**config.mk**
```make
export PLATFORM = sky130hd
export DESIGN_NAME = drc_top
export DESIGN_NICKNAME = d
export VERILOG_FILES = /design/src/hw/drc_pkg.sv /design/src/hw/drc_relay_fn.sv /design/src/hw/drc_top.sv
export SDC_FILE = /design/constraint.sdc
export NUM_CORES = 1
export LEC_CHECK = 0
export BUFFER_PORTS_ARGS = -buffer_cell sky130_fd_sc_hd__buf_2
export CAP_MARGIN = 20
export CORE_MARGIN = 3
export CORE_UTILIZATION = 48
export CTS_CLUSTER_DIAMETER = 30
export CTS_CLUSTER_SIZE = 8
export DETAILED_ROUTE_END_ITERATION = 16
export GPL_ROUTABILITY_DRIVEN = 0
export PLACE_DENSITY = 0.66
export RECOVER_POWER = 100
export SLEW_MARGIN = 10
export SYNTH_ARGS = -nofsm -noshare
export SYNTH_HDL_FRONTEND = slang
export SYNTH_SLANG_ARGS = --single-unit
```
**constraint.sdc**
```tcl
create_clock -name MCLK_I -period 2.5 [get_ports MCLK_I]
set_input_delay 0.5 -clock MCLK_I [delete_from_list [all_inputs] [get_ports MCLK_I]]
set_output_delay 0.5 -clock MCLK_I [all_outputs]
set_load 0.005 [all_outputs]
```
**src/hw/drc_pkg.sv**
```systemverilog
// Constants for the door relay output control block: register map, fields, codes, timing.
// Assumes one 50 MHz clock and an APB master with 32-bit data.
package drc_pkg;
   // Register byte offsets, relay register word index range and relay count
   localparam logic [7:0] OFS_CTRL = 8'h00;
   localparam logic [7:0] OFS_SAFETY = 8'h04;
   localparam logic [7:0] OFS_PRERUN = 8'h08;
   localparam logic [7:0] OFS_STATUS = 8'h0c;
   localparam logic [7:0] OFS_IRQ_STAT = 8'h10;
   localparam logic [7:0] OFS_IRQ_MASK = 8'h14;
   localparam logic [7:0] OFS_INMAP = 8'h18;
   localparam logic [5:0] RELAY_IDX0 = 6'h08;
   localparam logic [5:0] RELAY_IDXN = 6'h10;
   localparam int NUM_RELAY = 9;
   // Field positions
   localparam int CTRL_CNT_LSB = 4;
   localparam int CTRL_SPECIAL = 8;
   localparam int SAFE_TM2_LSB = 4;
   localparam int SAFE_TEST_GO = 8;
   localparam int PRE_DIR_LSB = 4;
   localparam int RCFG_SEL_LSB = 4;
   localparam int RCFG_BEH_LSB = 8;
   localparam int LOCKED_RELAYS = 3;
   // Reset values
   localparam logic [8:0] CTRL_RST = 9'h031;
   localparam logic [6:0] SAFETY_RST = 7'h11;
   localparam logic [5:0] PRERUN_RST = 6'h30;
   localparam logic [23:0] INMAP_RST = 24'h253653;
   localparam logic [9:0] RCFG_RST = 10'h231;
   localparam logic [3:0] RELAY_CNT_MIN = 4'h3;
   localparam logic [3:0] RELAY_CNT_MAX = 4'h9;
   // Relay function, selection and behaviour codes; operating mode and test line codes
   localparam logic [3:0] FN_OFF = 4'h1;
   localparam logic [3:0] FN_MOVE = 4'h2;
   localparam logic [3:0] FN_ENDPOS = 4'h3;
   localparam logic [3:0] FN_LOCK = 4'h4;
   localparam logic [3:0] FN_RADIO = 4'h5;
   localparam logic [3:0] FN_FAULT = 4'h6;
   localparam logic [3:0] FN_BRAKE = 4'h7;
   localparam logic [3:0] FN_SMOKE = 4'h8;
   localparam logic [1:0] SEL_UP = 2'h1;
   localparam logic [1:0] SEL_DN = 2'h2;
   localparam logic [1:0] SEL_BOTH = 2'h3;
   localparam logic [1:0] BEH_BLINK = 2'h1;
   localparam logic [1:0] BEH_STEADY = 2'h2;
   localparam logic [1:0] MODE_HOLD = 2'h1;
   localparam logic [1:0] MODE_AUTO = 2'h2;
   localparam logic [1:0] MODE_SEMI = 2'h3;
   localparam logic [2:0] TEST_PLUS = 3'h5;
   localparam logic [2:0] TEST_MINUS = 3'h6;
   // Timing
   localparam int CLK_HZ = 50_000_000;
   localparam int BLINK_HALF_MS = 500;
   localparam int BLINK_HALF_CYC = CLK_HZ / 1000 * BLINK_HALF_MS;
   localparam int TEST_PULSE_MS = 10;
   localparam int TEST_CYC = CLK_HZ / 1000 * TEST_PULSE_MS;
endpackage : drc_pkg

```
**src/hw/drc_relay_fn.sv**
```systemverilog
// One relay's function decoder: turns the relay configuration and door state into an on level.
// Assumes all inputs are synchronous levels from the top block.
`timescale 1ns/100ps
module drc_relay_fn
(
   input wire logic [3:0] func_i,    // Function code
   input wire logic [1:0] sel_i,     // Direction, endposition or channel
   input wire logic [1:0] beh_i,     // Blink or steady
   input wire logic mv_up_i,         // Moving or warning upward
   input wire logic mv_dn_i,         // Moving or warning downward
   input wire logic blink_i,         // Blink phase
   input wire logic at_open_i,       // Upper endposition
   input wire logic at_closed_i,     // Lower endposition
   input wire logic [2:0] radio_i,   // Radio channels
   input wire logic fault_i,         // Door blocked
   input wire logic run_i,           // Motor running
   input wire logic smoke_i,         // Smoke position reached
   output wire logic on_o            // Relay energised
);
   wire logic mv_hit;
   wire logic mv_on;
   wire logic end_on;
   wire logic radio_on;
   assign mv_hit = (sel_i == drc_pkg::SEL_UP && mv_up_i) || (sel_i == drc_pkg::SEL_DN && mv_dn_i)
      || (sel_i == drc_pkg::SEL_BOTH && (mv_up_i || mv_dn_i));
   assign mv_on = mv_hit && (beh_i == drc_pkg::BEH_BLINK ? blink_i : 1'b1);
   assign end_on = (sel_i == drc_pkg::SEL_UP && at_open_i) || (sel_i == drc_pkg::SEL_DN && at_closed_i)
      || (sel_i == drc_pkg::SEL_BOTH && (at_open_i || at_closed_i));
   assign radio_on = sel_i != 2'h0 && radio_i[sel_i - 2'h1];
   assign on_o = (func_i == drc_pkg::FN_MOVE && mv_on) || (func_i == drc_pkg::FN_ENDPOS && end_on)
      || (func_i == drc_pkg::FN_RADIO && radio_on) || (func_i == drc_pkg::FN_FAULT && fault_i)
      || ((func_i == drc_pkg::FN_LOCK || func_i == drc_pkg::FN_BRAKE) && run_i)
      || (func_i == drc_pkg::FN_SMOKE && smoke_i);
endmodule : drc_relay_fn

```
**src/hw/drc_top.sv**
```systemverilog
// Door relay output control: APB registers, motion sequencer with pre-run warning,
// safety test line drive, smoke position tracking and nine relay outputs.
// Assumes one 50 MHz clock; all door inputs synchronous to it.
//
// Added by the designer: the APB slave port and the placing of the registers.
`timescale 1ns/100ps
module drc_top
#(
   parameter int HALF_CYC = drc_pkg::BLINK_HALF_CYC,
   parameter int TEST_CYC = drc_pkg::TEST_CYC
)
(
   input wire logic MCLK_I,            // System clock
   input wire logic ARST_N_I,          // Async reset, active low
   input wire logic PSEL_I,            // APB select
   input wire logic PENABLE_I,         // APB enable
   input wire logic PWRITE_I,          // APB write
   input wire logic [11:0] PADDR_I,    // APB byte address
   input wire logic [31:0] PWDATA_I,   // APB write data
   output logic [31:0] PRDATA_O,       // APB read data
   output logic PREADY_O,              // APB ready
   output logic PSLVERR_O,             // APB error
   input wire logic CMD_UP_I,          // Up command level
   input wire logic CMD_DN_I,          // Down command level
   input wire logic STOP_I,            // Stop key
   input wire logic AT_OPEN_I,         // Upper endposition
   input wire logic AT_CLOSED_I,       // Lower endposition
   input wire logic [1:0] SAFE_I,      // Safety contacts, high when closed
   input wire logic DRIVE_FAULT_I,     // Drive fault
   input wire logic CHAIN_OPEN_I,      // Safety chain open
   input wire logic [2:0] RADIO_I,     // Radio channels
   input wire logic SMOKE_I,           // Smoke alarm trigger
   input wire logic SMOKE_POS_I,       // Door at smoke hold position
   output logic MOTOR_UP_O,            // Motor up
   output logic MOTOR_DN_O,            // Motor down
   output logic [1:0] TEST_O,          // Safety test lines
   output logic [8:0] RELAY_O,         // Relay coils
   output logic IRQ_O                  // Interrupt, active high
);
   typedef enum logic [2:0] {ST_IDLE = 3'b001, ST_PRE = 3'b010, ST_RUN = 3'b100} drc_mv_state_t;

   logic [8:0] ctrl;
   logic [6:0] safety;
   logic [5:0] prerun;
   logic [23:0] inmap;
   logic [9:0] rcfg [drc_pkg::NUM_RELAY];
   logic [2:0] irq_stat;
   logic [2:0] irq_mask;
   drc_mv_state_t st;
   drc_mv_state_t next_st;
   logic dir_up;
   logic next_dir_up;
   logic [24:0] half_cnt;
   logic blink;
   logic [4:0] pre_left;
   logic [18:0] test_cnt;
   logic test_act;
   logic smoke_d;
   logic smoke_arm;
   logic smoke_hit;
   logic fault_d;

   // Bus decode
   wire logic setup = PSEL_I && !PENABLE_I;
   wire logic access = PSEL_I && PENABLE_I && PREADY_O;
   wire logic [5:0] widx = PADDR_I[7:2];
   wire logic [5:0] roff = widx - drc_pkg::RELAY_IDX0;
   wire logic [3:0] rly_n = roff[3:0];
   wire logic in_page = PADDR_I[11:8] == 4'h0 && PADDR_I[1:0] == 2'h0;
   wire logic is_relay = in_page && widx >= drc_pkg::RELAY_IDX0 && widx <= drc_pkg::RELAY_IDXN;
   wire logic hit_ctrl = in_page && PADDR_I[7:0] == drc_pkg::OFS_CTRL;
   wire logic hit_safety = in_page && PADDR_I[7:0] == drc_pkg::OFS_SAFETY;
   wire logic hit_prerun = in_page && PADDR_I[7:0] == drc_pkg::OFS_PRERUN;
   wire logic hit_status = in_page && PADDR_I[7:0] == drc_pkg::OFS_STATUS;
   wire logic hit_istat = in_page && PADDR_I[7:0] == drc_pkg::OFS_IRQ_STAT;
   wire logic hit_imask = in_page && PADDR_I[7:0] == drc_pkg::OFS_IRQ_MASK;
   wire logic hit_inmap = in_page && PADDR_I[7:0] == drc_pkg::OFS_INMAP;
   wire logic mapped = hit_ctrl || hit_safety || hit_prerun || hit_status || hit_istat || hit_imask
      || hit_inmap || is_relay;
   wire logic wr = access && PWRITE_I && mapped;
   wire logic special = ctrl[drc_pkg::CTRL_SPECIAL];
   wire logic rly_locked = special && rly_n < 4'(drc_pkg::LOCKED_RELAYS);
   wire logic test_go = wr && hit_safety && PWDATA_I[drc_pkg::SAFE_TEST_GO];

   // Configuration fields
   wire logic [1:0] op_mode = ctrl[1:0];
   wire logic [3:0] cnt_raw = ctrl[drc_pkg::CTRL_CNT_LSB +: 4];
   wire logic [3:0] rly_cnt = cnt_raw < drc_pkg::RELAY_CNT_MIN ? drc_pkg::RELAY_CNT_MIN
      : cnt_raw > drc_pkg::RELAY_CNT_MAX ? drc_pkg::RELAY_CNT_MAX : cnt_raw;
   wire logic [2:0] tm1 = safety[2:0];
   wire logic [2:0] tm2 = safety[drc_pkg::SAFE_TM2_LSB +: 3];
   wire logic [3:0] pre_s = prerun[3:0];
   wire logic [1:0] pre_dir = prerun[drc_pkg::PRE_DIR_LSB +: 2];

   // Door conditions; safety contacts read tripped when open
   wire logic [1:0] safe_trip = ~SAFE_I;
   wire logic fault_ind = DRIVE_FAULT_I || CHAIN_OPEN_I;
   wire logic halt = STOP_I || fault_ind;
   wire logic auto_up = op_mode == drc_pkg::MODE_AUTO || op_mode == drc_pkg::MODE_SEMI;
   wire logic auto_dn = op_mode == drc_pkg::MODE_AUTO;
   wire logic start_up = CMD_UP_I && !AT_OPEN_I && !halt;
   wire logic start_dn = CMD_DN_I && !CMD_UP_I && !AT_CLOSED_I && !halt && safe_trip == 2'h0;
   wire logic keep = dir_up ? !AT_OPEN_I && (auto_up || CMD_UP_I)
      : !AT_CLOSED_I && safe_trip == 2'h0 && (auto_dn || CMD_DN_I);
   wire logic pre_up = pre_s != 4'h0 && (pre_dir == drc_pkg::SEL_UP || pre_dir == drc_pkg::SEL_BOTH);
   wire logic pre_dn = pre_s != 4'h0 && (pre_dir == drc_pkg::SEL_DN || pre_dir == drc_pkg::SEL_BOTH);
   wire logic half_tick = half_cnt == 25'(HALF_CYC - 1);
   wire logic moving = st != ST_IDLE;
   wire logic mv_up = moving && dir_up;
   wire logic mv_dn = moving && !dir_up;
   wire logic running = st == ST_RUN;

   always_comb
   begin
      next_st = st;
      next_dir_up = dir_up;
      case (st)
         ST_IDLE:
         begin
            if (start_up || start_dn)
            begin
               next_dir_up = start_up;
               next_st = (start_up ? pre_up : pre_dn) ? ST_PRE : ST_RUN;
            end
         end
         ST_PRE:
         begin
            if (halt || !keep)
               next_st = ST_IDLE;
            else if (half_tick && pre_left == 5'h01)
               next_st = ST_RUN;
         end
         ST_RUN:
         begin
            if (halt || !keep)
               next_st = ST_IDLE;
         end
         default:
            next_st = ST_IDLE;
      endcase
   end

   always_ff @(posedge MCLK_I or negedge ARST_N_I)
   begin
      if (!ARST_N_I)
      begin
         st <= ST_IDLE;
         dir_up <= 1'b0;
         MOTOR_UP_O <= 1'b0;
         MOTOR_DN_O <= 1'b0;
      end
      else
      begin
         st <= next_st;
         dir_up <= next_dir_up;
         MOTOR_UP_O <= next_st == ST_RUN && next_dir_up;
         MOTOR_DN_O <= next_st == ST_RUN && !next_dir_up;
      end
   end

   // Half-second timebase restarts with each movement so blink opens on an on phase
   always_ff @(posedge MCLK_I or negedge ARST_N_I)
   begin
      if (!ARST_N_I)
      begin
         half_cnt <= 25'h0;
         blink <= 1'b1;
         pre_left <= 5'h0;
      end
      else if (!moving)
      begin
         half_cnt <= 25'h0;
         blink <= 1'b1;
         pre_left <= {pre_s, 1'b0};
      end
      else
      begin
         half_cnt <= half_tick ? 25'h0 : half_cnt + 25'h1;
         if (half_tick)
            blink <= !blink;
         if (half_tick && pre_left != 5'h0)
            pre_left <= pre_left - 5'h1;
      end
   end

   // Safety device test pulse
   always_ff @(posedge MCLK_I or negedge ARST_N_I)
   begin
      if (!ARST_N_I)
      begin
         test_cnt <= 19'h0;
         test_act <= 1'b0;
         TEST_O <= 2'h0;
      end
      else
      begin
         if (test_go)
         begin
            test_cnt <= 19'(TEST_CYC - 1);
            test_act <= 1'b1;
         end
         else if (test_cnt != 19'h0)
            test_cnt <= test_cnt - 19'h1;
         else
            test_act <= 1'b0;
         TEST_O[0] <= tm1 == drc_pkg::TEST_PLUS ? test_act : tm1 == drc_pkg::TEST_MINUS && !test_act;
         TEST_O[1] <= tm2 == drc_pkg::TEST_PLUS ? test_act : tm2 == drc_pkg::TEST_MINUS && !test_act;
      end
   end

   wire logic smoke_rise = SMOKE_I && !smoke_d;
   wire logic test_done = test_act && test_cnt == 19'h0 && !test_go;
   wire logic [2:0] irq_ev = {test_done, smoke_arm && SMOKE_POS_I && !smoke_hit, fault_ind && !fault_d};
   wire logic [2:0] irq_clr = wr && hit_istat ? PWDATA_I[2:0] : 3'h0;

   always_ff @(posedge MCLK_I or negedge ARST_N_I)
   begin
      if (!ARST_N_I)
      begin
         smoke_d <= 1'b0;
         smoke_arm <= 1'b0;
         smoke_hit <= 1'b0;
         fault_d <= 1'b0;
         irq_stat <= 3'h0;
         IRQ_O <= 1'b0;
      end
      else
      begin
         smoke_d <= SMOKE_I;
         smoke_arm <= SMOKE_I && (smoke_arm || smoke_rise);
         smoke_hit <= SMOKE_I && (smoke_hit || (smoke_arm && SMOKE_POS_I));
         fault_d <= fault_ind;
         // Set wins over a same-cycle clear in irq_stat; for IRQ_O the clear wins that cycle
         irq_stat <= (irq_stat & ~irq_clr) | irq_ev;
         IRQ_O <= |((irq_stat | irq_ev) & ~irq_clr & irq_mask);
      end
   end

   // Register writes
   always_ff @(posedge MCLK_I or negedge ARST_N_I)
   begin
      if (!ARST_N_I)
      begin
         ctrl <= drc_pkg::CTRL_RST;
         safety <= drc_pkg::SAFETY_RST;
         prerun <= drc_pkg::PRERUN_RST;
         inmap <= drc_pkg::INMAP_RST;
         irq_mask <= 3'h0;
         for (int i = 0; i < drc_pkg::NUM_RELAY; i++)
            rcfg[i] <= drc_pkg::RCFG_RST;
      end
      else if (wr)
      begin
         if (hit_ctrl)
            ctrl <= PWDATA_I[8:0];
         if (hit_safety)
            safety <= PWDATA_I[6:0];
         if (hit_prerun)
            prerun <= PWDATA_I[5:0];
         if (hit_imask)
            irq_mask <= PWDATA_I[2:0];
         if (hit_inmap && !special)
            inmap <= PWDATA_I[23:0];
         if (is_relay && !rly_locked)
            rcfg[rly_n] <= PWDATA_I[9:0];
      end
   end

   // Read path and APB answer, one wait-free access cycle
   wire logic [31:0] status = {15'h0, smoke_hit, fault_ind, safe_trip, st, dir_up, RELAY_O};
   wire logic [31:0] rd_mux = hit_ctrl ? {23'h0, ctrl} : hit_safety ? {25'h0, safety}
      : hit_prerun ? {26'h0, prerun} : hit_status ? status : hit_istat ? {29'h0, irq_stat}
      : hit_imask ? {29'h0, irq_mask} : hit_inmap ? {8'h0, inmap}
      : is_relay ? {22'h0, rcfg[rly_n]} : 32'h0;

   always_ff @(posedge MCLK_I or negedge ARST_N_I)
   begin
      if (!ARST_N_I)
      begin
         PREADY_O <= 1'b0;
         PSLVERR_O <= 1'b0;
         PRDATA_O <= 32'h0;
      end
      else
      begin
         PREADY_O <= setup;
         PSLVERR_O <= setup && !mapped;
         PRDATA_O <= setup && !PWRITE_I ? rd_mux : 32'h0;
      end
   end

   logic [8:0] rly_on;
   genvar gi;
   for (gi = 0; gi < drc_pkg::NUM_RELAY; gi++)
   begin : g_rly
      drc_relay_fn u_fn
      (
         .func_i(rcfg[gi][3:0]),
         .sel_i(rcfg[gi][drc_pkg::RCFG_SEL_LSB +: 2]),
         .beh_i(rcfg[gi][drc_pkg::RCFG_BEH_LSB +: 2]),
         .mv_up_i(mv_up),
         .mv_dn_i(mv_dn),
         .blink_i(blink),
         .at_open_i(AT_OPEN_I),
         .at_closed_i(AT_CLOSED_I),
         .radio_i(RADIO_I),
         .fault_i(fault_ind),
         .run_i(running),
         .smoke_i(smoke_hit),
         .on_o(rly_on[gi])
      );
   end

   always_ff @(posedge MCLK_I or negedge ARST_N_I)
   begin
      if (!ARST_N_I)
         RELAY_O <= 9'h0;
      else
         for (int i = 0; i < drc_pkg::NUM_RELAY; i++)
            RELAY_O[i] <= rly_on[i] && 4'(i) < rly_cnt;
   end
endmodule : drc_top
```
Yosys cells after proc, flatten, opt, wreduce, memory -nomap -nowiden
Cells that the tools add are included.
{"block": "totals", "ff_bits": 241, "out_inout_bits": 48, "wordCells": 610}
{"block": "classes", "n_addsub": 13, "n_lt_le_gt_ge": 25, "eq_ne": 124, "mux": 67, "bitwise_logic": 8, "reduce_logical": 339}
{"cell": "$mux 24", "count": 8}
{"cell": "$logic_and 1x1->1", "count": 186}
{"cell": "$eq 4x3->1 const B", "count": 36}
{"cell": "$logic_or 1x1->1", "count": 110}
{"cell": "$bwmux 90", "count": 1}
{"cell": "$eq 4x2->1 const B", "count": 18}
{"cell": "$mux 25", "count": 2}
{"cell": "$eq 2x2->1 const B", "count": 22}
{"cell": "$bmux 10 s4", "count": 1}
{"cell": "$demux 10 s4", "count": 1}
{"cell": "$mux 10", "count": 4}
{"cell": "$eq 2x1->1 const B", "count": 19}
{"cell": "$mux 19", "count": 2}
{"cell": "$eq 4x4->1 const B", "count": 9}
{"cell": "$mux 1", "count": 28}
{"cell": "$lt 2x3->1 const B", "count": 9}
{"cell": "$add 25x1->25 const B", "count": 1}
{"cell": "$eq 25x25->1 const B", "count": 1}
{"cell": "$eq 8x5->1 const B", "count": 3}
{"cell": "$reduce_bool 2->1", "count": 10}
{"cell": "$logic_not 19->1", "count": 1}
{"cell": "$reduce_bool 19->1", "count": 1}
{"cell": "$sub 19x1->19 const B", "count": 1}
{"cell": "$bmux 1 s2", "count": 9}
{"cell": "39 further kinds", "count": 93}

Logic depth before layout (Yosys ltp)
Gate-level depths: netlist of the first run.
{"block": "logic_depth", "depth_word": 19, "mapped_depth": 8, "mapped_depth_nobuf": 7}

Hierarchy
From an unflattened synthesis of the first run, not the netlist that was laid out.
{"block": "hier_totals", "cells_unflattened": 1209, "area_unflattened_um2": 13326.5}
{"mod": "drc_top", "instances": 1, "cells_each": 957, "area_each_um2": 11400.9, "seq_area_each_um2": 6100.9}
{"mod": "drc_relay_fn", "instances": 9, "cells_each": 28, "area_each_um2": 214.0, "seq_area_each_um2": 0.0}

Worst setup path before layout of the first run
Ideal clock, no wire load.
{"block": "synth_path", "kind": "input to register", "startpoint": "input PADDR_I[3]", "endpoint": "register rcfg[51] (netlist bit)", "setup_time_ns": 0.125, "arrival_time_ns": 2.066, "required_time_ns": 2.375, "setup_slack_ns": 0.309, "stages": 7, "n_path_buf": 2, "path_cell_list": "buf_2 > nor2_2 > a31oi_1 > nor3_1 > and4b_1 > buf_4 > mux2_2"}
{"block": "synth_via", "elab_chain_cells": 11}
{"item": "from (decl)", "line_no": "drc_top.sv:18", "rtl": "input wire logic [11:0] PADDR_I,"}
{"item": "branches (longest 11 deep; another with $ge 5x5->1)"}
{"item": "to (signal, indexed assignment)", "line_no": "drc_top.sv:250", "rtl": "rcfg[i] <= drc_pkg::RCFG_RST;"}
{"item": "to (signal, indexed assignment)", "line_no": "drc_top.sv:265", "rtl": "rcfg[rly_n] <= PWDATA_I[9:0];"}
{"item": "to (decl)", "line_no": "drc_top.sv:46", "rtl": "logic [9:0] rcfg [drc_pkg::NUM_RELAY];"}
Several ways; the timed one is not identified.
A chain may end at the register's enable or synchronous reset.

Worst setup path after layout of the first run
{"block": "layout_path", "startpoint": "register st[0]", "endpoint": "register RELAY_O[3]"}
{"block": "layout_via", "elab_chain_cells": 13}
{"item": "from (decl)", "line_no": "drc_top.sv:49", "rtl": "drc_mv_state_t st;"}
{"item": "from (signal assigned)", "line_no": "drc_top.sv:154", "rtl": "st <= next_st;"}
{"item": "$ne 3x1->1", "line_no": "drc_top.sv:108", "rtl": "wire logic moving = st != ST_IDLE;"}
{"item": "$logic_and 1x1->1 (on tied branches)", "line_no": "drc_top.sv:109, drc_top.sv:110"}
{"item": "$logic_and 1x1->1 or $logic_or 1x1->1 (tied branches)", "line_no": "drc_relay_fn.sv:24, drc_relay_fn.sv:25"}
{"item": "$logic_or 1x1->1 or $logic_and 1x1->1 (tied branches)", "line_no": "drc_relay_fn.sv:24, drc_relay_fn.sv:25"}
{"item": "$logic_or 1x1->1", "line_no": "drc_relay_fn.sv:25", "rtl": "|| (sel_i == drc_pkg::SEL_BOTH && (mv_up_i || mv_dn_i));"}
{"item": "$logic_and 1x1->1", "line_no": "drc_relay_fn.sv:26", "rtl": "assign mv_on = mv_hit && (beh_i == drc_pkg::BEH_BLINK ? blink_i : 1'b1);"}
{"item": "$logic_and 1x1->1", "line_no": "drc_relay_fn.sv:30", "rtl": "assign on_o = (func_i == drc_pkg::FN_MOVE && mv_on) || (func_i == drc_pkg::FN_ENDPOS && end_on)"}
{"item": "$logic_or 1x1->1", "line_no": "drc_relay_fn.sv:30"}
{"item": "$logic_or 1x1->1 (2 in a row)", "line_no": "drc_relay_fn.sv:31", "rtl": "|| (func_i == drc_pkg::FN_RADIO && radio_on) || (func_i == drc_pkg::FN_FAULT && fault_i)"}
{"item": "$logic_or 1x1->1 (*)", "line_no": "drc_relay_fn.sv:32", "rtl": "|| ((func_i == drc_pkg::FN_LOCK || func_i == drc_pkg::FN_BRAKE) && run_i)"}
{"item": "$logic_or 1x1->1 (*)", "line_no": "drc_relay_fn.sv:33", "rtl": "|| (func_i == drc_pkg::FN_SMOKE && smoke_i);"}
{"item": "$logic_and 1x1->1 (*)", "line_no": "drc_top.sv:320", "rtl": "RELAY_O[i] <= rly_on[i] && 4'(i) < rly_cnt;"}
{"item": "to (signal, indexed assignment)", "line_no": "drc_top.sv:320"}
{"item": "to (decl)", "line_no": "drc_top.sv:37", "rtl": "output logic [8:0] RELAY_O,"}
Mark *: on every way between the ends. The rest lies on a longest branch, timed or not.

==> results.md, run 1 <==
Outcome:
- The flow ran to the end, but the final reports show violations.
- The final reports fail on max-capacitance violations, max-slew violations.

Synthesis:
- After technology mapping, the gate count stands at 1,240.
- The fraction of synthesized area in multiplexers is 16.9%.
- The share of async-settable or async-resettable flops after synthesis is 100%.
- The number of distinct library cells after synthesis is 82.
- The cell type with the highest aggregate area in the netlist is sky130_fd_sc_hd__dfrtp_1.
- The synthesized netlist devotes ~11% of its cell area to compound gates.
- The yosys synthesis warning count is 0.
- The count of flip-flops with a built-in enable after synthesis is 0.
- Of the total synthesized cell area, the portion taken by full adders, half adders and majority gates is 3.85%.
- After synthesis, flip-flops and latches occupy 45.7% of the total area.
- Summed over its instances, the top area cell type makes up 34.7% of the synthesized netlist area.
- The xor and xnor area share after synthesis is 2.49%.
- The synthesis-stage register bit count is 241.
- The synthesized netlist devotes 16.2% of its cell area to simple gates.
- The synthesized area divided by synthesized cell count is 10.8 um^2.
- The most used flip-flop cell after synthesis is sky130_fd_sc_hd__dfrtp_1.
- After synthesis, the cell types taking the most area are sky130_fd_sc_hd__dfrtp_1 (35%), sky130_fd_sc_hd__mux2_2 (13%), sky130_fd_sc_hd__dfstp_2 (11%).
- The synthesized netlist occupies a cell area of 13,300 um^2.
- The dominant combinational cell family by area after synthesis is multiplexers.

Floorplanning:
- The number of top-level pins is 111.
- From bottom edge to top edge, the die measures 173 um.
- For this configuration, the core starts out at a cell density of slightly below 50%.
- After floorplanning, the core was sized to cover 27,100 um^2.
- The floorplan has 60 rows.
- The floorplan die width is between 150 and 200 um.
- The floorplan die area is around 30,000 um^2.

Setup path:
- STA classifies the critical path endpoint as a flop.
- At the worst endpoint, the required time is 2.93 ns.
- The data arrival time of the worst path is approximately 2.8 ns.
- Of all nets on the critical path, the largest fanout is 9.
- The kind of launch point of the worst setup path is a flop.
- The worst-case reg-to-reg path depth is 6.
- The critical path in this run is classified as reg2reg.

Power:
- The peak supply drop is 0.000477 V.
- The fraction of power spent switching nets is 22.0%.
- The internal power of the cells totals 9380 uW.
- In this run the static leakage power is 0.00707 uW.
- Power spread over the standard cell area amounts to 736 nW/um^2.
- In this run the power spent charging and discharging nets is 2650 uW.
- Combinational cells account for under 10% of the total power.
- The share of total power dissipated in the clock network is 63.2%.
- The sequential group share of total power is 33.0%.

Clock tree:
- In this run, CTS created clock tree buffers numbering 55.
- The maximum level of the CTS H-tree is 2.
- The clock passes through at most 3 buffers.
- The clock tree from TritonCTS is built.
- The count of buffers added by post-CTS timing repair for setup is 0.
- The tree is rooted in a sky130_fd_sc_hd__clkbuf_16.
- The clock-pin slew on the worst setup and hold paths is 0.05 ns.
- The count of clock tree sinks is 241.
- Clock latency on the worst-skew pair, taken at its later pin, is 0.56 ns.

Global route:
- The via count of the first global-routing pass is 10,600.
- The maximum number of pins on one net before global-route repair is between 60 and 70.
- The first global-routing pass estimated 59.2 mm of wire.
- The global-route total usage across every layer is 24.8%.
- The initial antenna violation count is 1.
- The leftover overflow at the end of global routing is 0.

STA:
- The total count of hold-check failures in the final report is 0.
- In the final timing run, aggregate negative setup slack is 0 ns.
- The final setup skew is 0.0141 ns.
- The minimum clock period is 2.34 ns.
- Measured against its own limit, the worst slew margin works out to -14.0%.
- Setup repair after global routing left no endpoint under its margin.
- The final period utilization is approximately 93%.
- The transition time at the pin with the least slew margin is roughly 1.7 ns.
- Setup violations remaining at the end of the flow were counted as 0.
- The count of final max-slew check failures is 61.
- The top achievable clock speed is 428 MHz.

Min path:
- The worst hold path belongs to the class in2reg.
- Along the worst hold path, the cell count comes to 1.

Final layout:
- In the layout the commonest cells are sky130_fd_sc_hd__dfrtp_1 (185), sky130_fd_sc_hd__mux2_2 (152), sky130_fd_sc_hd__nor2_1 (102), sky130_fd_sc_hd__nand2_1 (85), sky130_fd_sc_hd__buf_2 (74).
- Relative to the synthesized area, the layout overhead comes to 22.5%.
- The commonest non-fill, non-tap cell in the layout is sky130_fd_sc_hd__dfrtp_1.
- The final net count is 1,486.
- The diode insertion count for antenna repair is 0.
- In the final layout, the share of cells above drive strength 1 is 31.6%.
- Summing all non-filler instances in the final layout gives an area of 16,300 um^2.

Routing:
- The DRC violation count after routing is 0.
- Wires add up to 37.3 mm.
- The number of design-rule violations left by the first detailed-router iteration is 875.
- The post-route antenna net violation count is 0.
- The number of vias per cell is roughly 6.
- The number of iterations in the first detailed-routing pass is 5.
- In the final routed layout, each cell accounts on average for 20.7 um.
- Across all layers, the routed design uses between 10,000 and 15,000 vias.

Run:
- The max-cap check violation count is 1.

Placement:
- The count of buffers added on input and output ports is 94.
- The placed standard-cell area is between 10,000 and 15,000 um^2.
- The half-perimeter wire length after detailed placement is 26.3 mm.
worst max-delay path, stage by stage, from the launching register on:
cell                        delay [ns]
sky130_fd_sc_hd__dfstp_1          0.65
sky130_fd_sc_hd__nor3b_1          0.61
sky130_fd_sc_hd__buf_4            0.30
sky130_fd_sc_hd__a211oi_1         0.06
sky130_fd_sc_hd__o2111ai_1        0.23
sky130_fd_sc_hd__a21oi_1          0.15
sky130_fd_sc_hd__o22a_1           0.21
worst paths after layout:
check                               end      from  slack (ns)
max                          RELAY_O[3]     st[0]        0.16
min                             smoke_d   SMOKE_I        0.10
max reg2reg                  RELAY_O[3]     st[0]        0.16
min reg2reg                   smoke_arm   smoke_d        0.43
max in group asynchronous      rcfg[29]  ARST_N_I        0.35
min in group asynchronous  PRDATA_O[22]  ARST_N_I        0.95
cells in the mapped netlist, drive strengths merged (12+ instances only):
| cell type | number |
|---|---|
| a31oi | 12 |
| xnor2 | 21 |
| dfstp | 56 |
| inv | 39 |
| and3 | 18 |
| dfrtp | 185 |
| o211ai | 20 |
| buf | 36 |
| nor4 | 17 |
| o21ai | 47 |
| mux2 | 152 |
| ha | 41 |
| nand4 | 16 |
| clkbuf | 45 |
| mux4 | 15 |
| mux2i | 21 |
| nand2 | 85 |
| nor2 | 103 |
| xor2 | 17 |
| nand3 | 31 |
| a22oi | 18 |
| nand2b | 12 |
| nor2b | 12 |
| nor3b | 15 |
| a21oi | 44 |
| nor3 | 30 |
logic make-up after synthesis:
group,Yosys count
and+or+nand+nor,396
adders and majority gates,41
AOI/OAI and AO/OA,215
muxes,188
buffers and inverters,120
xor gates and xnor gates,38
other,1
DFF,241
routing by layer:
| metal | part of all wire [%] | wire (um) | GRT usage (%) | vias up |
|---|---|---|---|---|
| met2 | 47 | 17500 | 39.5 | 449 |
| met1 | 43 | 15900 | 34.0 | 5233 |
| li1 | - | - | - | 4803 |
| met4 | 3.2 | 1190 | 9.43 | 2 |
| met5 | 0.035 | 13 | 0 | - |
| met3 | 7.2 | 2680 | 4.52 | 88 |
power groups by stage:
stage / registers, uW / logic, uW / clock network, uW
after global placement: 4020 / 456 / 0
after detailed placement: 4020 / 463 / 0
after global routing: 3970 / 497 / 7940
after floorplan: 4000 / 213 / 0
final: 3970 / 458 / 7600
after CTS: 3970 / 467 / 7710
sequential cells by signal, indices dropped and copies added (netlist names), 2 cells and up:
name,count
TEST_O,2
rcfg,90
inmap,24
irq_mask,3
irq_stat,3
half_cnt,25
st,3
PRDATA_O,24
ctrl,9
pre_left,5
safety,7
RELAY_O,9
prerun,6
test_cnt,19
final cells by class:
| cell class | count | area [um^2] |
|---|---|---|
| fillers | 2210 | 10800 |
| multi-input cells | 886 | 6700 |
| flip-flops and latches | 241 | 6100 |
| clock buffers | 70 | 1510 |
| repair buffers | 159 | 930 |
| clock inverters | 34 | 484 |
| well taps | 372 | 465 |
| inverters | 39 | 146 |
timing repair:
action,4_1_cts,5_1_grt
endpoints found under the setup margin,0,0
hold endpoints to repair,43,0
hold buffers,1,0
resized for setup,0,0
stage by stage:
stage          cells  hold slack, ns  setup WS [ns]  util [%]  total power [uW]
2_1_floorplan   1247           0.204          0.309         -              4210
6_report        1801           0.104          0.164      60.3             12000
3_5_place_dp    1696           0.424          0.125      53.5              4490
3_3_place_gp    1696           0.412          0.104      53.5              4480
5_1_grt         1801           0.110         0.0827      60.3             12400
4_1_cts         1801          0.0582          0.264      60.9             12100
Note: power is estimated with default switching activity, not from simulation.
==> run 2, diff against run 1 <==
==> constraint.sdc (replaced) <==
create_clock -name MCLK_I -period 2.7 [get_ports MCLK_I]
set_input_delay 0.54 -clock MCLK_I [delete_from_list [all_inputs] [get_ports MCLK_I]]
set_output_delay 0.54 -clock MCLK_I [all_outputs]
set_load 0.005 [all_outputs]
==> run 2 against run 1 <==
Critical path depth unchanged; critical endpoint unchanged; combinational power down 7.9%; the flow now finishes without violations; via count up 0.18%; die area unchanged; register-to-register slack improved by 0.15 ns; clock skew grew 0.0071 ns; final area is 0.44% lower; clock-buffer cell count rose by 4; sequential share of layout area grew 0.17 points; critical path type unchanged; wire length is 2.7% higher; largest power group unchanged; worst hold slack gained 0.026 ns; worst setup slack improved by 0.15 ns.
==> results.md, run 2 (synthesis results as in run 1) <==
Clock tree:
- The hold buffer count at cts came to 1 (unchanged).
- The maximum level of the CTS H-tree was 2 (unchanged).
- The clock latency on the worst-skew pair is 0.57 ns (about the same).
- The count of buffers added by post-CTS timing repair for setup is 0 (unchanged).
- The count of clock tree sinks is 241 (unchanged).
- The clock tree from TritonCTS is built.
- The worst-case clock buffer depth was 3 (unchanged).
- The number of buffers created by CTS is 58 (+5.5%).
- The number of instances resized during post-cts repair was 0 (unchanged).
- The tree is rooted in a sky130_fd_sc_hd__clkbuf_16.
- The clock-pin slew on the worst setup and hold paths is 0.05 ns (about the same).

STA:
- The summed negative setup slack over all endpoints was 0 ns (unchanged).
- The minimum clock period is 2.39 ns (+0.0528 ns).
- The final setup skew came to 0.0212 ns (+0.00711 ns).
- The total count of hold-check failures in the final report is 0 (unchanged).
- The top achievable clock speed is 419 MHz (-2.2%).
- The smallest setup slack after layout is 0.311 ns (+0.147 ns).
- The transition time at the pin with the least slew margin is 1.29 ns (-0.418 ns).
- The worst hold margin is 0.131 ns (+0.0263 ns).
- The final number of setup-violating endpoints is 0 (unchanged).
- The worst slew margin relative to its limit is 13.9% (+28 points).
- Setup repair after global routing left no endpoint under its margin.
- The final period utilization came to 88.5% (-5.0 points).
- The count of final max-slew check failures was 0 (-100%).

Setup path:
- The critical path goes through nor3b_1, buf_4, a211oi_1, o2111ai_1, a21oi_1, o22a_1.
- The number of buffers and inverters on the critical path is 1 (unchanged).
- The worst setup path is captured at a flop.
- The family with the most delay on the worst path is simple AND/OR/NAND/NOR gates.
- The internal reg-to-reg setup slack came to 0.31 ns (+0.15 ns).
- The data arrival time of the worst path is 2.83 ns (+0.06 ns).
- The cell with the largest stage delay on the worst path is sky130_fd_sc_hd__nor3b_1.
- The kind of critical path is reg2reg.
- The critical path data required time was 3.14 ns (+0.21 ns).
- The critical path starts at st[0].
- STA classifies the critical path startpoint as a flop.
- The highest cell delay on the worst timing path was 0.67 ns (+0.02 ns).
- In this run the critical register-to-register path is launched from st[0].
- The worst flop-to-flop path endpoint is RELAY_O[3].
- The worst-case reg-to-reg path depth was 6 (unchanged).
- The top fanout value on the critical path is 7 (-2).

Final layout:
- The largest registers in the layout are rcfg: 90 flops, half_cnt: 25 flops.
- The library cells used most frequently in the layout, excluding fill and tap cells, are sky130_fd_sc_hd__dfrtp_1 (185), sky130_fd_sc_hd__mux2_2 (152), sky130_fd_sc_hd__nor2_1 (102), sky130_fd_sc_hd__nand2_1 (85), sky130_fd_sc_hd__buf_2 (72).
- The register with the most flip-flops is rcfg.
- The number of flip-flops in the largest register is 90 (unchanged).
- The diode insertion count for antenna repair is 0 (unchanged).
- The final net count came to 1,488 (+0.13%).
- Compared with the post-synthesis result, the final layout area differs by 21.9%.
- The post-route cell area is 16,300 um^2 (-0.44%).
- The share of layout cells above drive strength 1 is 31.1% (-0.58 points).
- The commonest non-fill, non-tap cell in the layout is sky130_fd_sc_hd__dfrtp_1.

Power:
- The sequential group share of total power is 32.8% (-0.2 points).
- The clock share of power came to 63.4% (+0.2 points).
- The peak supply drop was 0.000487 V (+1.9%).
- The internal power is 8670 uW (-7.6%).
- The overall power consumption was 11,200 uW (-6.9%).
- The net switching power came to 2530 uW (-4.6%).
- The fraction of power spent switching nets came to 22.6% (+0.54 points).
- The areal power density over the cells was 689 nW/um^2 (-6.5%).
- The part of the total power dissipated in combinational logic came to 3.8% (about the same).
- The total leakage power was 0.00700 uW (-0.95%).

Placement:
- The half-perimeter wire length after detailed placement is 26.5 mm (+0.79%).
- The pre-CTS setup slack is 0.204 ns (+0.0791 ns).
- The placed standard-cell area is 14,500 um^2 (-0.31%).
- The port buffer count is 94 (unchanged).

Floorplanning:
- The number of top-level pins is 111 (unchanged).
- The floorplan die width is 173 um (unchanged).
- The floorplan die area came to 29,800 um^2 (unchanged).
- The initial cell density of the core is 49.2% (unchanged).
- The area of the core is 27,100 um^2 (unchanged).
- The die span in y is 173 um (unchanged).
- The number of core rows is 60 (unchanged).

Routing:
- The number of vias per cell is 5.87 (about the same).
- The number of iterations in the first detailed-routing pass is 6 (+1).
- The vias after detailed routing is 10,600 (+0.18%).
- The DRC violation count after routing is 0 (unchanged).
- The number of design-rule violations left by the first detailed-router iteration is 821 (-6.2%).
- The aggregate routed wire length is 38.3 mm (+2.7%).
- The post-route antenna net violation count was 0 (unchanged).
- The post-detailed-route wirelength per cell is 21.2 um (+2.5%).

Run:
- The max-cap check violation count is 0 (-1).

Outcome:
- The run finished with clean final reports.

Min path:
- The number of instances on the worst hold path is 1 (unchanged).
- The worst hold path begins at SMOKE_I.
- The path class of the tightest hold or removal check is in2reg.
- The path with the worst hold slack has its endpoint at smoke_d.

Global route:
- The global-route total usage across every layer is 25.4% (+0.65 points).
- The leftover overflow at the end of global routing is 0 (unchanged).
- The first-pass GRT wire length came to 61.0 mm (+3.0%).
- The maximum number of pins on one net before global-route repair came to 80 (+25%).
- The initial antenna violation count came to 0 (-1).
- The via count of the first global-routing pass was 10,800 (+1.2%).
## run 2: power by group through the flow
stage / Combinational, uW / Sequential [uW] / Clock [uW]
floorplan: 198 / 3700 / 0
detailed placement: 433 / 3730 / 0
finish: 422 / 3680 / 7100
global route: 458 / 3680 / 7410
global placement: 427 / 3730 / 0
CTS: 436 / 3680 / 7190
## run 2: worst max path at each step
stage | endpoint | slack (ns) | depth (start not counted)
after floorplan | rcfg[51] | 0.47 | 7
after global routing | PRDATA_O[14] | 0.15 | 8
after CTS | RELAY_O[4] | 0.42 | 7
after global placement | IRQ_O | 0.24 | 6
after detailed placement | IRQ_O | 0.20 | 6
final | RELAY_O[3] | 0.31 | 6
## run 2: metrics by stage
stage,util [%],cells
floorplan,-,1247
global placement,53.3,1695
detailed placement,53.3,1695
CTS,60.8,1805
global route,60.0,1805
finish,60.0,1805
## run 2: final cells by class
class	count	area, um^2
tap	372	465
fill	2271	10800
clock buffer	74	1550
clock inverter	35	467
inverter	39	146
sequential	241	6100
timing repair buffer	158	872
multi-input combinational	886	6660
## run 2: metal layers
metal | wire [um] | up-vias | part of all wire, % | global-route usage, %
met4 | 1510 | 0 | 3.9 | 10.6
met5 | 0 | - | 0 | 0
met2 | 17400 | 422 | 45 | 39.3
li1 | - | 4823 | - | -
met1 | 16500 | 5231 | 43 | 34.7
met3 | 2930 | 118 | 7.6 | 5.82
## run 2: worst reg2reg max path: cells and delay by family, from the launching register on
family | cells | cell delay (ns)
DFF | 1 | 0.64
AOI/OAI and AO/OA | 4 | 0.63
buffers and inverters | 1 | 0.32
and+or+nand+nor | 1 | 0.67
==> run 3, diff against run 2 <==
--- a/config.mk
+++ b/config.mk
@@ -18,4 +18,5 @@
 export SLEW_MARGIN = 10
 export SYNTH_ARGS = -nofsm -noshare
 export SYNTH_HDL_FRONTEND = slang
+export SYNTH_HIERARCHICAL = 1
 export SYNTH_SLANG_ARGS = --single-unit
==> run 3 against run 2 <==
Critical endpoint is now inmap[5]; the run now ends with max-capacitance violations, max-slew violations left; wire length shrank 1.4%; final area grew 1.6%; sequential cell count is the same; critical path depth is the same.
==> results.md, run 3 <==
Synthesis:
- The fraction of the yosys area taken by sequential cells came to 45.8% (+0.047 points).
- The adder-cell area share of the yosys netlist is 3.76% (-0.090 points).
- The yosys synthesis warning count came to 6 (+6).
- The number of instances in the synthesized netlist is 1,209 (-2.5%).
- The fraction of synthesized area in multiplexers was 15.8% (-1.2 points).
- The count of flip-flops with a built-in enable after synthesis is 0 (unchanged).
- The number of distinct library cells after synthesis was 69 (-16%).
- The portion of synthesized cell area occupied by the leading cell type is 34.7% (+0.036 points).
- The fraction of the mapped netlist area in compound gates is 11.9% (+1.2 points).
- The dominant synthesized flop cell is sky130_fd_sc_hd__dfrtp_1.
- The xor and xnor area share after synthesis came to 2.63% (+0.13 points).
- By count the netlist is led by sky130_fd_sc_hd__dfrtp_1 (185), sky130_fd_sc_hd__mux2_2 (145), sky130_fd_sc_hd__nor2_1 (107).
- The cell area after technology mapping is 13,300 um^2 (-0.10%).
- The fraction of the mapped netlist area in simple logic gates is 17.0% (+0.84 points).
- Ranked by total cell area, the synthesized netlist is headed by sky130_fd_sc_hd__dfrtp_1 (35%), sky130_fd_sc_hd__mux2_2 (12%), sky130_fd_sc_hd__dfstp_2 (11%).
- The most frequently used cell type in the post-synthesis netlist is sky130_fd_sc_hd__dfrtp_1.
- The cell type with the highest aggregate area in the netlist is sky130_fd_sc_hd__dfrtp_1.
- The dominant combinational cell family by area after synthesis is simple AND/OR/NAND/NOR gates.
- The synthesis-stage register bit count is 241 (unchanged).
- The share of async-settable or async-resettable flops after synthesis came to 100% (unchanged).
- The synthesized area divided by synthesized cell count was 11.0 um^2 (+2.5%).

Placement:
- The port buffer count is 94 (unchanged).
- The post-placement cell count came to 1,687 (-0.47%).
- The half-perimeter wire length after detailed placement is 25.9 mm (-2.4%).
- The pre-CTS setup slack is 0.0861 ns (-0.118 ns).

Final layout:
- The largest registers in the layout are rcfg: 90 flops, half_cnt: 25 flops.
- Relative to the synthesized area, the layout overhead comes to 24.0%.
- The number of flip-flops in the largest register came to 90 (unchanged).
- The share of layout cells above drive strength 1 was 33.9% (+2.9 points).
- Leaving out fill and tap cells, the most frequent cells in the layout are sky130_fd_sc_hd__dfrtp_1 (185), sky130_fd_sc_hd__mux2_2 (145), sky130_fd_sc_hd__nor2_1 (107), sky130_fd_sc_hd__buf_2 (73), sky130_fd_sc_hd__nand2_1 (64).
- Leaving out fill and tap cells, the most frequent cell in the layout is sky130_fd_sc_hd__dfrtp_1.
- The core occupancy in the finished layout was 61.0% (+0.95 points).
- The total area of multi-input combinational cells is 6760 um^2 (+1.4%).
- The number of standard cells in the layout, taps in and fillers out came to 1,798 (-0.39%).
- The diode insertion count for antenna repair came to 0 (unchanged).
- The final net count was 1,479 (-0.60%).
- The final-layout fill cell count is 2,242 (-1.3%).
- More flip-flops sit in one register than any other, and that register is rcfg.
- The sequential standard cell area is 6100 um^2 (unchanged).

Clock tree:
- The worst-case clock buffer depth is 3 (unchanged).
- The clock latency on the worst-skew pair is 0.58 ns (about the same).
- The count of buffers added by post-CTS timing repair for setup is 0 (unchanged).
- The clock tree from TritonCTS is built.
- The clock-pin slew on the worst setup and hold paths is 0.05 ns (about the same).
- The maximum level of the CTS H-tree is 2 (unchanged).
- The count of clock tree sinks is 241 (unchanged).
- The number of buffers created by CTS is 58 (unchanged).
- CTS placed an instance of sky130_fd_sc_hd__clkbuf_16 at the clock tree root.

STA:
- The top achievable clock speed came to 408 MHz (-2.5%).
- The final setup skew is 0.0262 ns (+0.00506 ns).
- The minimum clock period is 2.45 ns (+0.0603 ns).
- The transition time at the pin with the least slew margin is 1.95 ns (+0.655 ns).
- The count of final max-slew check failures came to 71 (+71).
- The worst slew margin relative to its limit was -29.8% (-44 points).
- The total count of hold-check failures in the final report is 0 (unchanged).
- The summed negative setup slack over all endpoints came to 0 ns (unchanged).
- The final period utilization is 90.7% (+2.2 points).
- The smallest setup slack after layout is 0.251 ns (-0.0603 ns).
- Setup repair after global routing left no endpoint under its margin.
- The final number of setup-violating endpoints is 0 (unchanged).

Routing:
- The number of iterations in the first detailed-routing pass is 6 (unchanged).
- The post-detailed-route wirelength per cell is 21.0 um (-1.0%).
- The number of design-rule violations left by the first detailed-router iteration is 820 (-0.12%).
- The aggregate routed wire length is 37.8 mm (-1.4%).
- The DRC violation count after routing is 0 (unchanged).
- The post-route antenna net violation count is 0 (unchanged).
- The vias after detailed routing came to 10,500 (-1.1%).
- The number of vias per cell came to 5.83 (-0.67%).

Global route:
- The maximum number of pins on one net before global-route repair was 74 (-7.5%).
- The leftover overflow at the end of global routing is 0 (unchanged).
- The initial antenna violation count is 0 (unchanged).
- The via count of the first global-routing pass is 10,600 (-1.2%).
- The first-pass GRT wire length was 60.0 mm (-1.7%).
- The global-route total usage across every layer was 25.3% (-0.13 points).

Outcome:
- The flow ran to the end, but the final reports show violations.
- The checks that failed: max-capacitance violations, max-slew violations.

Floorplanning:
- The die span in y is 173 um (about the same).
- The area of the core is 27,100 um^2 (unchanged).
- The number of core rows is 60 (unchanged).
- The floorplan die area was 29,800 um^2 (about the same).
- The number of top-level pins is 111 (unchanged).
- The floorplan die width was 173 um (about the same).
- The initial cell density of the core is 49.2% (-0.051 points).

Power:
- The total leakage power is 0.00703 uW (+0.35%).
- The peak supply drop is 0.000522 V (+7.2%).
- The areal power density over the cells is 688 nW/um^2 (about the same).
- The overall power consumption is 11,400 uW (+1.5%).

Setup path:
- The worst setup path is launched from an input pin.
- The kind of critical path is in2reg.
- STA classifies the critical path endpoint as a flop.
- The critical path data required time is 3.14 ns (about the same).
- The top fanout value on the critical path was 7 (unchanged).
- The data arrival time of the worst path is 2.89 ns (+0.06 ns).

Run:
- The max-cap check violation count came to 1 (+1).

Min path:
- The worst hold-check path type is in2reg.
## run 3: changes by cell type after synthesis, moves of 10 or more
cell	before	now
sky130_fd_sc_hd__clkbuf_1	45	29
sky130_fd_sc_hd__or4b_1	0	10
sky130_fd_sc_hd__buf_2	17	7
sky130_fd_sc_hd__and4bb_2	0	18
sky130_fd_sc_hd__and3_1	18	5
sky130_fd_sc_hd__a22oi_1	18	6
sky130_fd_sc_hd__nor3_1	28	14
sky130_fd_sc_hd__a211o_1	3	13
sky130_fd_sc_hd__o21ai_0	46	57
sky130_fd_sc_hd__nand2_1	80	64
sky130_fd_sc_hd__mux2i_1	21	11
sky130_fd_sc_hd__a31oi_1	12	30
sky130_fd_sc_hd__a21oi_1	44	32
## run 3: layer usage
layer  wire [um]  part of all wire [%]  up-vias  global-route usage (%)
met5           0                     0        -                       0
met4        1060                   2.8        0                    8.28
met3        2260                   6.0       81                    4.94
met2       17600                    47      359                    40.6
met1       16900                    45     5235                    34.8
li1            -                     -     4807                       -
## run 3: layout make-up
cell class,count,area share [%]
Multi-Input combinational cell,875,40.9
Clock inverter,35,2.95
Inverter,48,1.09
Sequential cell,241,36.9
Clock buffer,75,9.78
Tap cell,372,2.82
Timing Repair Buffer,152,5.54
## run 3: worst max-delay path: stages
cell                       delay (ns)
sky130_fd_sc_hd__buf_2           0.10
sky130_fd_sc_hd__nor4_1          0.66
sky130_fd_sc_hd__nand4_1         0.28
sky130_fd_sc_hd__nor4_1          0.59
sky130_fd_sc_hd__clkbuf_2        0.35
sky130_fd_sc_hd__mux2_2          0.37
## run 3: power by group
group	switching (uW)	internal, uW	total, uW
combinational	293	122	414
sequential	20.8	3650	3670
clock	2220	5070	7290
total	2530	8840	11400
## run 3: repair_timing
action                                  in CTS  in global routing
gates resized for setup                      0                  2
endpoints found under the setup margin       0                  2
hold endpoints to repair                    56                  0
hold buffers                                 1                  0
## run 3: cells by family after synthesis
group                      Yosys count
and+or+nand+nor                    387
DFF                                241
xor gates and xnor gates            40
muxes                              173
buffers and inverters              100
AOI/OAI and AO/OA                  227
other                                1
adders and majority gates           40
## run 3: stage by stage
step | area, um^2 | hold slack, ns
global placement | 14600 | 0.414
finish | 16500 | 0.108
floorplan | 13400 | 0.244
CTS | 16700 | 0.0819
global route | 16500 | 0.108
detailed placement | 14600 | 0.432
## run 3: worst paths after layout
| kind | start | cells past startpoint | to | slack [ns] |
|---|---|---|---|---|
| worst max-delay path | PADDR_I[9] | 6 | inmap[5] | 0.25 |
| worst min-delay path | SMOKE_I | 1 | smoke_d | 0.11 |
| worst max register to register | half_cnt[20] | 6 | pre_left[1] | 0.28 |
| worst min register to register | smoke_d | 1 | smoke_arm | 0.44 |
| max in group asynchronous | ARST_N_I | 3 | rcfg[10] | 0.41 |
| min in group asynchronous | ARST_N_I | 2 | test_cnt[8] | 1.06 |
